`config.mk`:
```
export PLATFORM = sky130hd
export DESIGN_NAME = add_and_call_clear_execute
export DESIGN_NICKNAME = d
export VERILOG_FILES = /design/src/hdl/alu_exec_pkg.sv /design/src/hdl/add_and_call_clear_execute.sv
export SDC_FILE = /design/constraint.sdc
export NUM_CORES = 1
export LEC_CHECK = 0
export BUFFER_PORTS_ARGS = -buffer_cell sky130_fd_sc_hd__buf_2
export CAP_MARGIN = 20
export CORE_UTILIZATION = 47
export DETAILED_ROUTE_END_ITERATION = 10
export PLACE_DENSITY = 0.8
export SLEW_MARGIN = 5
export SYNTH_ARGS = -nofsm -noshare
export SYNTH_HDL_FRONTEND = slang
export SYNTH_SLANG_ARGS = --single-unit
```
`constraint.sdc`:
```
create_clock -name i_ref_clk -period 3.45 [get_ports i_ref_clk]
set_input_delay 0.345 -clock i_ref_clk [delete_from_list [all_inputs] [get_ports i_ref_clk]]
set_output_delay 0.345 -clock i_ref_clk [all_outputs]
set_load 0.02 [all_outputs]
```
`src/hdl/alu_exec_pkg.sv`:
```
// Shared types and constants for the add/and/call/clear execute datapath
package alu_exec_pkg;

    localparam int unsigned DATA_W      = 8;
    localparam int unsigned PC_W        = 10;
    localparam int unsigned CALL_CYCLES = 2;
    localparam logic [7:0]  ZERO_BYTE   = 8'h00;
    localparam logic [7:0]  WORK_RESET  = 8'h00;
    localparam int unsigned NIBBLE_BIT  = 4;

    // Operations this block executes
    typedef enum logic [3:0] {
        OP_NONE,
        OP_ADD_WITH_CARRY_TO_WORK,
        OP_ADD_WITH_CARRY_TO_MEMORY,
        OP_ADD_MEM_TO_WORK,
        OP_ADD_IMM_TO_WORK,
        OP_ADD_TO_MEMORY,
        OP_AND_MEM_TO_WORK,
        OP_AND_IMM_TO_WORK,
        OP_AND_TO_MEMORY,
        OP_CALL,
        OP_ZERO_MEMORY_BYTE
    } op_e;

    // Status flags
    typedef struct packed {
        logic twos_complement_range_flag;
        logic zero_flag;
        logic nibble_carry_flag;
        logic carry_flag;
    } flags_s;

    // Request from the decoder
    typedef struct packed {
        op_e              op;
        logic [7:0]       mem_data;
        logic [7:0]       literal;
        logic [PC_W-1:0]  target;
    } req_s;

    typedef enum logic {
        ST_IDLE,
        ST_CALL_REDIRECT
    } state_e;

    // Whole module state
    typedef struct packed {
        state_e           state;
        logic [7:0]       work_register;
        flags_s           flags;
        logic [PC_W-1:0]  pc;
        logic             mem_we;
        logic [7:0]       mem_wdata;
        logic             push;
        logic [PC_W-1:0]  push_data;
        logic             done;
    } state_s;

endpackage

```
`src/hdl/add_and_call_clear_execute.sv`:
```
// Execute stage for add, and, call and clear-memory operations
// Notes on behaviour
// RQ1: Carry add to work: work = work + mem + carry, update four arithmetic flags.
// RQ2: Carry add to memory: memory byte = work + mem + carry, update four flags.
// RQ3: Add memory to work without carry-in, update four arithmetic flags.
// RQ4: Add literal to work without carry-in, update four arithmetic flags.
// RQ5: Add to memory: memory byte = work + mem, update four flags.
// RQ6: AND memory into work; only the zero flag changes.
// RQ7: AND literal into work; only the zero flag changes.
// RQ8: AND to memory writes work AND mem back; work unchanged.
// RQ9: Call pushes program counter plus one onto the return stack.
// RQ10: Call loads target into program counter; no flag changes.
// RQ11: Call takes two instruction cycles.
// RQ12: Clear memory writes 00 to the byte; flags unchanged.
// RQ13: Carry from bit 7, nibble carry from bit 3, signed overflow, zero.
// RQ14: Operands are 8 bits; sums truncated to 8 bits.
`timescale 1ns/1ps
module add_and_call_clear_execute (
    input  wire logic                           i_ref_clk,
    input  wire logic                           i_arst_n,
    input  wire logic                           i_valid,
    input  wire alu_exec_pkg::req_s             i_req,
    output logic                                o_busy,
    output logic                                o_done,
    output logic [7:0]                          o_work_register,
    output alu_exec_pkg::flags_s                o_flags,
    output logic [alu_exec_pkg::PC_W-1:0]       o_pc,
    output logic                                o_mem_we,
    output logic [7:0]                          o_mem_wdata,
    output logic                                o_stack_push,
    output logic [alu_exec_pkg::PC_W-1:0]       o_stack_data
);

    // Whole block state and its next value
    alu_exec_pkg::state_s state_reg;
    alu_exec_pkg::state_s state_next;

    // Adder result with flags; 8-bit sum, carry out of bit 7 kept in the flags
    typedef struct packed {
        logic [7:0]           sum;
        alu_exec_pkg::flags_s flags;
    } add_s;

    // Shared by all five add forms so their flags always agree
    function automatic add_s add8(
        input logic [7:0] a,
        input logic [7:0] b,
        input logic       cin
    );
        logic [8:0] full;
        logic [4:0] low;
        add_s       r;
        // Wide sum for carry, low nibble sum for nibble carry
        full = {1'b0, a} + {1'b0, b} + {8'h00, cin};
        low  = {1'b0, a[3:0]} + {1'b0, b[3:0]} + {4'h0, cin};
        // Result cut to a byte, flags from the same sums
        r.sum = full[7:0]; // RQ14
        r.flags.carry_flag = full[8]; // RQ13
        r.flags.nibble_carry_flag = low[alu_exec_pkg::NIBBLE_BIT]; // RQ13
        r.flags.twos_complement_range_flag = (a[7] == b[7]) && (full[7] != a[7]); // RQ13
        r.flags.zero_flag = (full[7:0] == alu_exec_pkg::ZERO_BYTE); // RQ13
        return r;
    endfunction

    // AND result with its zero test in the top bit; shared by three ops
    function automatic logic [8:0] and8(
        input logic [7:0] a,
        input logic [7:0] b
    );
        logic [7:0] v;
        v = a & b;
        return {v == alu_exec_pkg::ZERO_BYTE, v};
    endfunction

    // Next-state: one instruction per accepted request, call stalls a cycle
    always_comb begin
        add_s       res;
        logic [8:0] andz;
        res  = '0;
        andz = '0;
        // Strobes drop unless this cycle's op raises them
        state_next           = state_reg;
        state_next.mem_we    = 1'b0;
        state_next.push      = 1'b0;
        state_next.done      = 1'b0;
        unique case (state_reg.state)
            // Ready for a new instruction
            alu_exec_pkg::ST_IDLE: begin
                if (i_valid) begin
                    state_next.done = 1'b1;
                    unique case (i_req.op)
                        // Carry add into the work register
                        alu_exec_pkg::OP_ADD_WITH_CARRY_TO_WORK: begin
                            res = add8(state_reg.work_register, i_req.mem_data, state_reg.flags.carry_flag);
                            state_next.work_register = res.sum; // RQ1
                            state_next.flags = res.flags; // RQ1
                        end

                        // Carry add written back to the byte
                        alu_exec_pkg::OP_ADD_WITH_CARRY_TO_MEMORY: begin
                            res = add8(state_reg.work_register, i_req.mem_data, state_reg.flags.carry_flag);
                            state_next.mem_we    = 1'b1; // RQ2
                            state_next.mem_wdata = res.sum;
                            state_next.flags     = res.flags; // RQ2
                        end

                        // Plain add of the memory byte
                        alu_exec_pkg::OP_ADD_MEM_TO_WORK: begin
                            res = add8(state_reg.work_register, i_req.mem_data, 1'b0);
                            state_next.work_register = res.sum; // RQ3
                            state_next.flags = res.flags; // RQ3
                        end

                        // Plain add of the literal
                        alu_exec_pkg::OP_ADD_IMM_TO_WORK: begin
                            res = add8(state_reg.work_register, i_req.literal, 1'b0);
                            state_next.work_register = res.sum; // RQ4
                            state_next.flags = res.flags; // RQ4
                        end

                        // Plain add written back to the byte
                        alu_exec_pkg::OP_ADD_TO_MEMORY: begin
                            res = add8(state_reg.work_register, i_req.mem_data, 1'b0);
                            state_next.mem_we    = 1'b1; // RQ5
                            state_next.mem_wdata = res.sum;
                            state_next.flags     = res.flags; // RQ5
                        end

                        // AND of the memory byte; only zero moves
                        alu_exec_pkg::OP_AND_MEM_TO_WORK: begin
                            andz = and8(state_reg.work_register, i_req.mem_data);
                            state_next.work_register   = andz[7:0]; // RQ6
                            state_next.flags.zero_flag = andz[8]; // RQ6
                        end

                        // AND of the literal; only zero moves
                        alu_exec_pkg::OP_AND_IMM_TO_WORK: begin
                            andz = and8(state_reg.work_register, i_req.literal);
                            state_next.work_register   = andz[7:0]; // RQ7
                            state_next.flags.zero_flag = andz[8]; // RQ7
                        end

                        // AND written back to the byte
                        alu_exec_pkg::OP_AND_TO_MEMORY: begin
                            // Flag effect not defined for this form, so flags are held
                            andz = and8(state_reg.work_register, i_req.mem_data);
                            state_next.mem_we    = 1'b1; // RQ8
                            state_next.mem_wdata = andz[7:0]; // RQ8
                        end

                        // Push the return address, jump, stall one cycle
                        alu_exec_pkg::OP_CALL: begin
                            state_next.push      = 1'b1; // RQ9
                            state_next.push_data = state_reg.pc + 1'b1; // RQ9
                            state_next.pc        = i_req.target; // RQ10
                            state_next.state     = alu_exec_pkg::ST_CALL_REDIRECT; // RQ11
                            state_next.done      = 1'b0;
                        end

                        // Clear the byte; flags and work kept
                        alu_exec_pkg::OP_ZERO_MEMORY_BYTE: begin
                            state_next.mem_we    = 1'b1; // RQ12
                            state_next.mem_wdata = alu_exec_pkg::ZERO_BYTE; // RQ12
                        end

                        // No operation: only the program counter moves
                        alu_exec_pkg::OP_NONE: begin
                            state_next.pc = state_reg.pc + 1'b1;
                        end

                        // Unused codes finish like a no-op
                        default: begin
                            state_next.done = 1'b1;
                        end
                    endcase

                    // Straight-line ops advance the program counter
                    if (i_req.op != alu_exec_pkg::OP_CALL && i_req.op != alu_exec_pkg::OP_NONE) begin
                        state_next.pc = state_reg.pc + 1'b1;
                    end
                end
            end

            // Second call cycle
            alu_exec_pkg::ST_CALL_REDIRECT: begin
                // Fetch refill at the target, requests are held off
                state_next.state = alu_exec_pkg::ST_IDLE; // RQ11
                state_next.done  = 1'b1; // RQ11
            end
        endcase
    end

    // Single state register; reset loads constants only
    always_ff @(posedge i_ref_clk or negedge i_arst_n) begin
        if (!i_arst_n) begin
            state_reg <= '{
                state:         alu_exec_pkg::ST_IDLE,
                work_register: alu_exec_pkg::WORK_RESET,
                flags:         '0,
                pc:            '0,
                mem_we:        1'b0,
                mem_wdata:     8'h00,
                push:          1'b0,
                push_data:     '0,
                done:          1'b0
            };
        end else begin
            state_reg <= state_next;
        end
    end

    // Handshake output, combinational from the state
    assign o_busy          = (state_reg.state == alu_exec_pkg::ST_CALL_REDIRECT);

    // Strobes, each high for one cycle per event
    assign o_done          = state_reg.done;
    assign o_mem_we        = state_reg.mem_we;
    assign o_stack_push    = state_reg.push;

    // Data outputs, held until the next update
    assign o_work_register = state_reg.work_register;
    assign o_flags         = state_reg.flags;
    assign o_pc            = state_reg.pc;
    assign o_mem_wdata     = state_reg.mem_wdata;
    assign o_stack_data    = state_reg.push_data;

endmodule

```
==> results of run 1 <==
-- sequential cells by signal (all words and copies together), names as in the netlist --
| name | cells |
|---|---|
| o_flags | 4 |
| o_stack_data | 10 |
| o_stack_push | 1 |
| o_mem_wdata | 8 |
| o_pc | 10 |
| o_mem_we | 1 |
| o_work_register | 8 |
| o_done | 1 |
-- worst min-delay path by stage --
stage | endpoint | slack, ns | cells past startpoint
detailed placement | o_stack_data[1] | 0.46 | 2
global placement | o_stack_data[8] | 0.46 | 2
global route | o_done | 0.29 | 2
CTS | o_stack_data[9] | 0.23 | 1
finish | o_done | 0.29 | 2
floorplan | o_done | 0.05 | 0
-- power by group through the flow --
stage | Combinational [W] | Sequential [W] | Clock, W
2_1_floorplan | 0.00137 | 0.00104 | 0
3_3_place_gp | 0.00214 | 0.000855 | 0
3_5_place_dp | 0.00215 | 0.000863 | 0
4_1_cts | 0.00217 | 0.000853 | 0.000332
5_1_grt | 0.00240 | 0.000877 | 0.000345
6_report | 0.00221 | 0.000852 | 0.000320
-- logic make-up after synthesis --
group | Yosys count
AND/OR/NAND/NOR | 145
AO/OA/AOI/OAI | 134
flip-flops | 43
XOR/XNOR | 31
buffers and inverters | 28
adder cells (fa/ha/maj) | 23
-- cell type report --
cell class / instances / share of cell area
Clock buffer: 6 / 0.0182
Inverter: 11 / 0.0104
Clock inverter: 2 / 0.00315
Timing Repair Buffer: 83 / 0.113
Tap cell: 96 / 0.0302
Multi-Input combinational cell: 333 / 0.555
Sequential cell: 43 / 0.271
-- synth_stat cells, drive strengths merged, types with 9 or more instances --
library cell,n,share of area
a21oi,29,0.047
and3,9,0.018
clkbuf,13,0.014
dfrtp,43,0.32
ha,21,0.077
inv,11,0.012
nand2,50,0.055
nand3,9,0.016
nor2,33,0.036
nor3,11,0.019
o21ai,44,0.066
xnor2,19,0.053
xor2,12,0.033
-- layer usage --
layer | share of wire | routed length, um | track usage | vias up
li1 | - | - | - | 1626
met1 | 0.41 | 4090 | 0.338 | 1612
met2 | 0.47 | 4670 | 0.449 | 169
met3 | 0.073 | 718 | 0.0502 | 37
met4 | 0.043 | 421 | 0.156 | 0
met5 | 0 | 0 | 0 | -
-- worst register-to-register path, stage by stage, from the launching register on --
cell	delay (ns)
dfrtp_1	0.45
ha_1	0.32
inv_1	0.10
fa_1	0.43
xnor2_2	0.37
nand3_1	0.23
nor3_1	0.25
and4_1	0.28
xor2_1	0.12
a2111o_1	0.41
o21ai_2	0.07
-- placed cells by master (no fill, tap or decap), types with 11 or more instances in the layout --
cell type / Yosys / routed
buf_2: 3 / 76
nand2_1: 50 / 50
dfrtp_1: 43 / 43
o21ai_0: 38 / 38
nor2_1: 33 / 33
a21oi_1: 27 / 27
ha_1: 21 / 21
xnor2_1: 17 / 17
inv_1: 11 / 11
xor2_1: 11 / 11
-- stage by stage --
stage | worst slack, ns | power, W
after floorplan | 0.709 | 0.00241
after global placement | 0.611 | 0.00299
after detailed placement | 0.460 | 0.00301
after CTS | 0.435 | 0.00336
after global routing | 0.180 | 0.00362
final | 0.348 | 0.00338
==> results.toml, run 1 <==
[worst_setup_path]
arrival_ns = 3.33
r2r-start = "o_work_register[0]"
cp-start-kind = "flop"
worstPathRequired_ns = 3.68
crit_end = "o_flags[2]"
endpoint_kind = "flop"
path_buf_inv = 1
rrSetupSlack_ns = 0.35
cpLargestDelayFamily = "simple AND/OR/NAND/NOR gates"
crit_cells = 10
cp_slowest_cell = "dfrtp_1"
crit_chain = "ha_1 > inv_1 > fa_1 > xnor2_2 > nand3_1 > nor3_1 > and4_1 > xor2_1 > a2111o_1 > o21ai_2"
path_max_fanout = 7
slowest_delay_ns = 0.45
rr_worst_depth = 10
critPathKind = "flop to flop"
reg2reg_to = "o_flags[2]"
critPathLaunch = "o_work_register[0]"

[sta]
fin_crit_sh = 0.899
setup_viol = 0
holdWs_ns = 0.285
fin_crit_ns = 3.10
rsz0062_at_grt = "no"
tns_ns = 0
slew_viol_final = 0
relSlewSlack = 0.276
worstMarginPinSlew_ns = 1.08
max_freq_mhz = 322
fin_worst_skew_ns = 0.0108
final_hold_viol_count = 0

[final_layout]
multi_input_area_um2 = 2210
seq_area_um2 = 1080
antenna_cells = 0
finish.utilization = 0.579
fin_cells = 574
drive_above_1_share = 0.215
final_area_um2 = 3980
area_growth_pct = 17.1
fillers = 695
nNetsFinal = 533

[floorplanning]
core-area_um2 = 6870
rows = 30
io_pins = 77
start_util = 0.494
die_w_um = 87
die_h_um = 87
dieArea_um2 = 7570

[clock_network]
cts_tree = "yes"
cts_num_sinks = 43
path_clk_slew_ns = 0.08
post_cts_resized = 0
clk_path_buf_depth = 2
root_buffer = "clkbuf_8"
h-tree-depth = 2
cts-buffers-inserted = 5
ctsHoldBuffers = 0
cts_setup_buffers = 0
clkLatencyLatePin_ns = 0.30

[synth]
synthAdderAreaFrac = 0.0892
syn_inst = 404
synth-edff-count = 0
async_flop_share = 1.00
synth_simple_gate_area_frac = 0.209
ys_ff_latch = 43
synth-warning-count = 0
synth_cell_type_count = 60
ys_seq_area_frac = 0.317
synth_top_family_by_area = "compound AO/OA/AOI/OAI gates"
synth-xor-area-share = 0.0866
ys.flop_type = "dfrtp_1"
syn-cell-area_um2 = 3400
synth.area.mux_share = 0
postSynthAreaPerCell_um2 = 8.41
syn_nets = 460
synth_compound_area_frac = 0.266

[detailed_routing]
antenna_left = 0
wl_per_cell_um = 17.2
wirelength_mm = 9.90
viasPerCell = 6.00
drc = 0
vias = 3444
firstDrtPassIters = 5
drt_iter0_markers = 289

[place]
placedInstanceArea_um2 = 3850
dp.cells = 563
gp_congestion = 0.966
dp_hpwl_mm = 7.56
io_buffer_count = 76

[worst_hold_path]
worstHoldStart = "i_valid"
hold_class = "input pin to flop"

[outcome]
status = "complete, no violations"

[global_route]
grt_pass1_wl_mm = 16.0
grt_pass1_vias = 3311
antenna_found_initial = 0
overflow = 0
grt_max_degree = 44
grt_use_total = 0.274

[power]
p_sw_frac = 0.515
peakVddDrop_mv = 0.422
power.density_nw_per_um2 = 849
pwr-share-clk = 0.095
switchingPower_w = 0.00174
p_seq_frac = 0.252
intPower_w = 0.00164
power.leakage_nw = 1.86
combPwrFrac = 0.653

[flow_run]
maxCapViolCount = 0
No activity file was read; power rests on OpenSTA's default activity.
==> run 2, diff against run 1 <==
--- a/config.mk
+++ b/config.mk
@@ -5,6 +5,7 @@
 export SDC_FILE = /design/constraint.sdc
 export NUM_CORES = 1
 export LEC_CHECK = 0
+export ABC_AREA = 1
 export BUFFER_PORTS_ARGS = -buffer_cell sky130_fd_sc_hd__buf_2
 export CAP_MARGIN = 20
 export CORE_UTILIZATION = 47
@@ -14,3 +15,4 @@
 export SYNTH_ARGS = -nofsm -noshare
 export SYNTH_HDL_FRONTEND = slang
 export SYNTH_SLANG_ARGS = --single-unit
+export TNS_END_PERCENT = 10
==> run 2 against run 1 <==
  * Count of clock-buffer cells in the layout stayed put
  * Final area up 4.5%
  * Die area grew 4.5%
  * Highest routed layer unchanged
  * Clock skew up 0.0046 ns
  * Routed wire length up 3.0%
  * Via count grew 4.8%
  * Non-clock buffer count is 4 lower
  * Setup slack improved by 0.45 ns
  * Worst hold slack got worse by 0.023 ns
==> results.toml, run 2 <==
[synth]
synth-edff-count = 0
yosys-top-cells-area = "dfrtp_1 (30%), nand2_1 (12%), ha_1 (7.4%)"
ys.flop_type = "dfrtp_1"
async_flop_share = 1.00
yosys.area.top_type = "dfrtp_1"
syn-cell-area_um2 = 3550
postSynthAreaPerCell_um2 = 7.30
syn_nets = 543
yosysTopAreaCellShare = 0.303
synth_cell_type_count = 38
ys_seq_area_frac = 0.303
syn_inst = 487
ys_ff_latch = 43
synth-warning-count = 0
yosysMostFrequentCell = "nand2_1"
synth_common_cells = "nand2_1 (110), inv_1 (51), dfrtp_1 (43), nor2_1 (42), nand3_1 (40)"

[floorplanning]
die_h_um = 89.0
rows = 31
dieArea_um2 = 7910
start_util = 0.487
io_pins = 77
core-area_um2 = 7290
die_w_um = 89.0

[sta]
fin_crit_sh = 0.770
final_hold_viol_count = 0
max_freq_mhz = 376
setup_viol = 0
fin_crit_ns = 2.66
rsz0062_at_grt = "no"
slew_viol_final = 0
worstMarginPinSlew_ns = 0.619
tns_ns = 0
fin_worst_skew_ns = 0.0155
holdWs_ns = 0.262
relSlewSlack = 0.586

[worst_setup_path]
endpoint_kind = "flop"
critPathKind = "flop to flop"
worstPathRequired_ns = 3.65
path_max_fanout = 6
cp-start-kind = "flop"
arrival_ns = 2.86

[clock_network]
clkLatencyLatePin_ns = 0.31
root_buffer = "clkbuf_8"
cts_tree = "yes"
cts_setup_buffers = 0
clk_path_buf_depth = 2
path_clk_slew_ns = 0.10
h-tree-depth = 2
cts_num_sinks = 43
cts-buffers-inserted = 5
ctsHoldBuffers = 0
post_cts_resized = 0

[final_layout]
nNetsFinal = 625
antenna_cells = 0
area_growth_pct = 17.0
drive_above_1_share = 0.258
final_common_cell = "nand2_1"
finish.utilization = 0.570
mostFrequentLayoutCells = "nand2_1 (110), buf_2 (76), inv_1 (51)"

[place]
dp_hpwl_mm = 8.05
gp_congestion = 0.988
io_buffer_count = 76

[outcome]
status = "complete, no violations"

[global_route]
grt_max_degree = 44
antenna_found_initial = 0
grt_pass1_wl_mm = 16.3
grt_use_total = 0.272
overflow = 0
grt_pass1_vias = 3349

[power]
total_power_w = 0.00328
power.density_nw_per_um2 = 788
power.leakage_nw = 2.10
peakVddDrop_mv = 0.436

[detailed_routing]
vias = 3609
drt_iter0_markers = 342
wl_per_cell_um = 15.2
wirelength_mm = 10.2
viasPerCell = 5.39
firstDrtPassIters = 5
antenna_left = 0
drc = 0

[flow_run]
maxCapViolCount = 0

[worst_hold_path]
hold_class = "input pin to flop"
## run 2: changes by cell type after synthesis, sizes merged, moves of 8 or more
cell | previous run | this run
xnor2 | 19 | 4
inv | 11 | 70
nor2 | 33 | 53
nand2 | 50 | 128
nand2b | 8 | 0
a21o | 8 | 0
a21oi | 29 | 21
o21ai | 44 | 32
clkbuf | 13 | 0
and3 | 9 | 0
nand3 | 9 | 48
## run 2: kinds of logic (layout without fill, tap and decap cells)
| kind of cell | count (synthesis) | count (layout) | share of synthesized area |
|---|---|---|---|
| xor+xnor | 17 | 17 | 0.0419 |
| flops | 43 | 43 | 0.303 |
| fa+ha+maj | 23 | 23 | 0.0852 |
| buf+inv | 76 | 159 | 0.0824 |
| compound gates | 86 | 86 | 0.154 |
| simple gates | 242 | 242 | 0.333 |
## run 2: cell type report
type / count / area (um2)
Multi-Input combinational cell: 368 / 2180
Clock inverter: 2 / 12.5
Fill cell: 726 / 3130
Inverter: 72 / 270
Clock buffer: 6 / 72.6
Timing Repair Buffer: 79 / 418
Tap cell: 99 / 124
Sequential cell: 43 / 1080
## run 2: where the power goes
part	internal [W]	leakage (nW)	switching, W
Combinational	0.000700	1.52	0.00142
Clock	0.000142	0.0412	0.000189
Sequential	0.000664	0.541	0.000161
## run 2: critical path, cell delays in order, from the launching register on
cell     delay, ns
dfrtp_1       0.40
ha_1          0.28
inv_1         0.08
fa_1          0.56
inv_1         0.08
ha_1          0.21
inv_1         0.10
nor2_4        0.05
nand2_2       0.09
inv_2         0.05
nand3_2       0.08
xor2_1        0.26
nor2_1        0.09
nand2_1       0.06
nand3_1       0.06
nand2_1       0.06
inv_1         0.03
## run 2: per-stage QoR
stage          setup WS (ns)  cell area, um2  std cells
4_1_cts                0.826            4130        667
6_report               0.793            4160        669
2_1_floorplan          0.968            3550        487
3_5_place_dp           0.829            4040        659
5_1_grt                0.605            4160        669
3_3_place_gp           0.930            4040        659
## run 2: metal layers
metal	vias up	global-route usage	share of wire
met5	-	0	0
met4	0	0.0866	0.021
met3	22	0.0480	0.066
met2	155	0.427	0.45
met1	1637	0.382	0.46
li1	1795	-	-
## run 2: worst paths after layout
kind | from | to | slack, ns | depth (start not counted)
max | o_work_register[0] | o_flags[2] | 0.79 | 16
min | i_req[5] | o_pc[5] | 0.26 | 3
max reg2reg | o_work_register[0] | o_flags[2] | 0.79 | 16
min reg2reg | o_stack_data[2] | o_stack_data[2] | 0.49 | 2
max in group asynchronous | i_arst_n | o_flags[1] | 2.45 | 3
min in group asynchronous | i_arst_n | o_stack_data[6] | 0.51 | 2
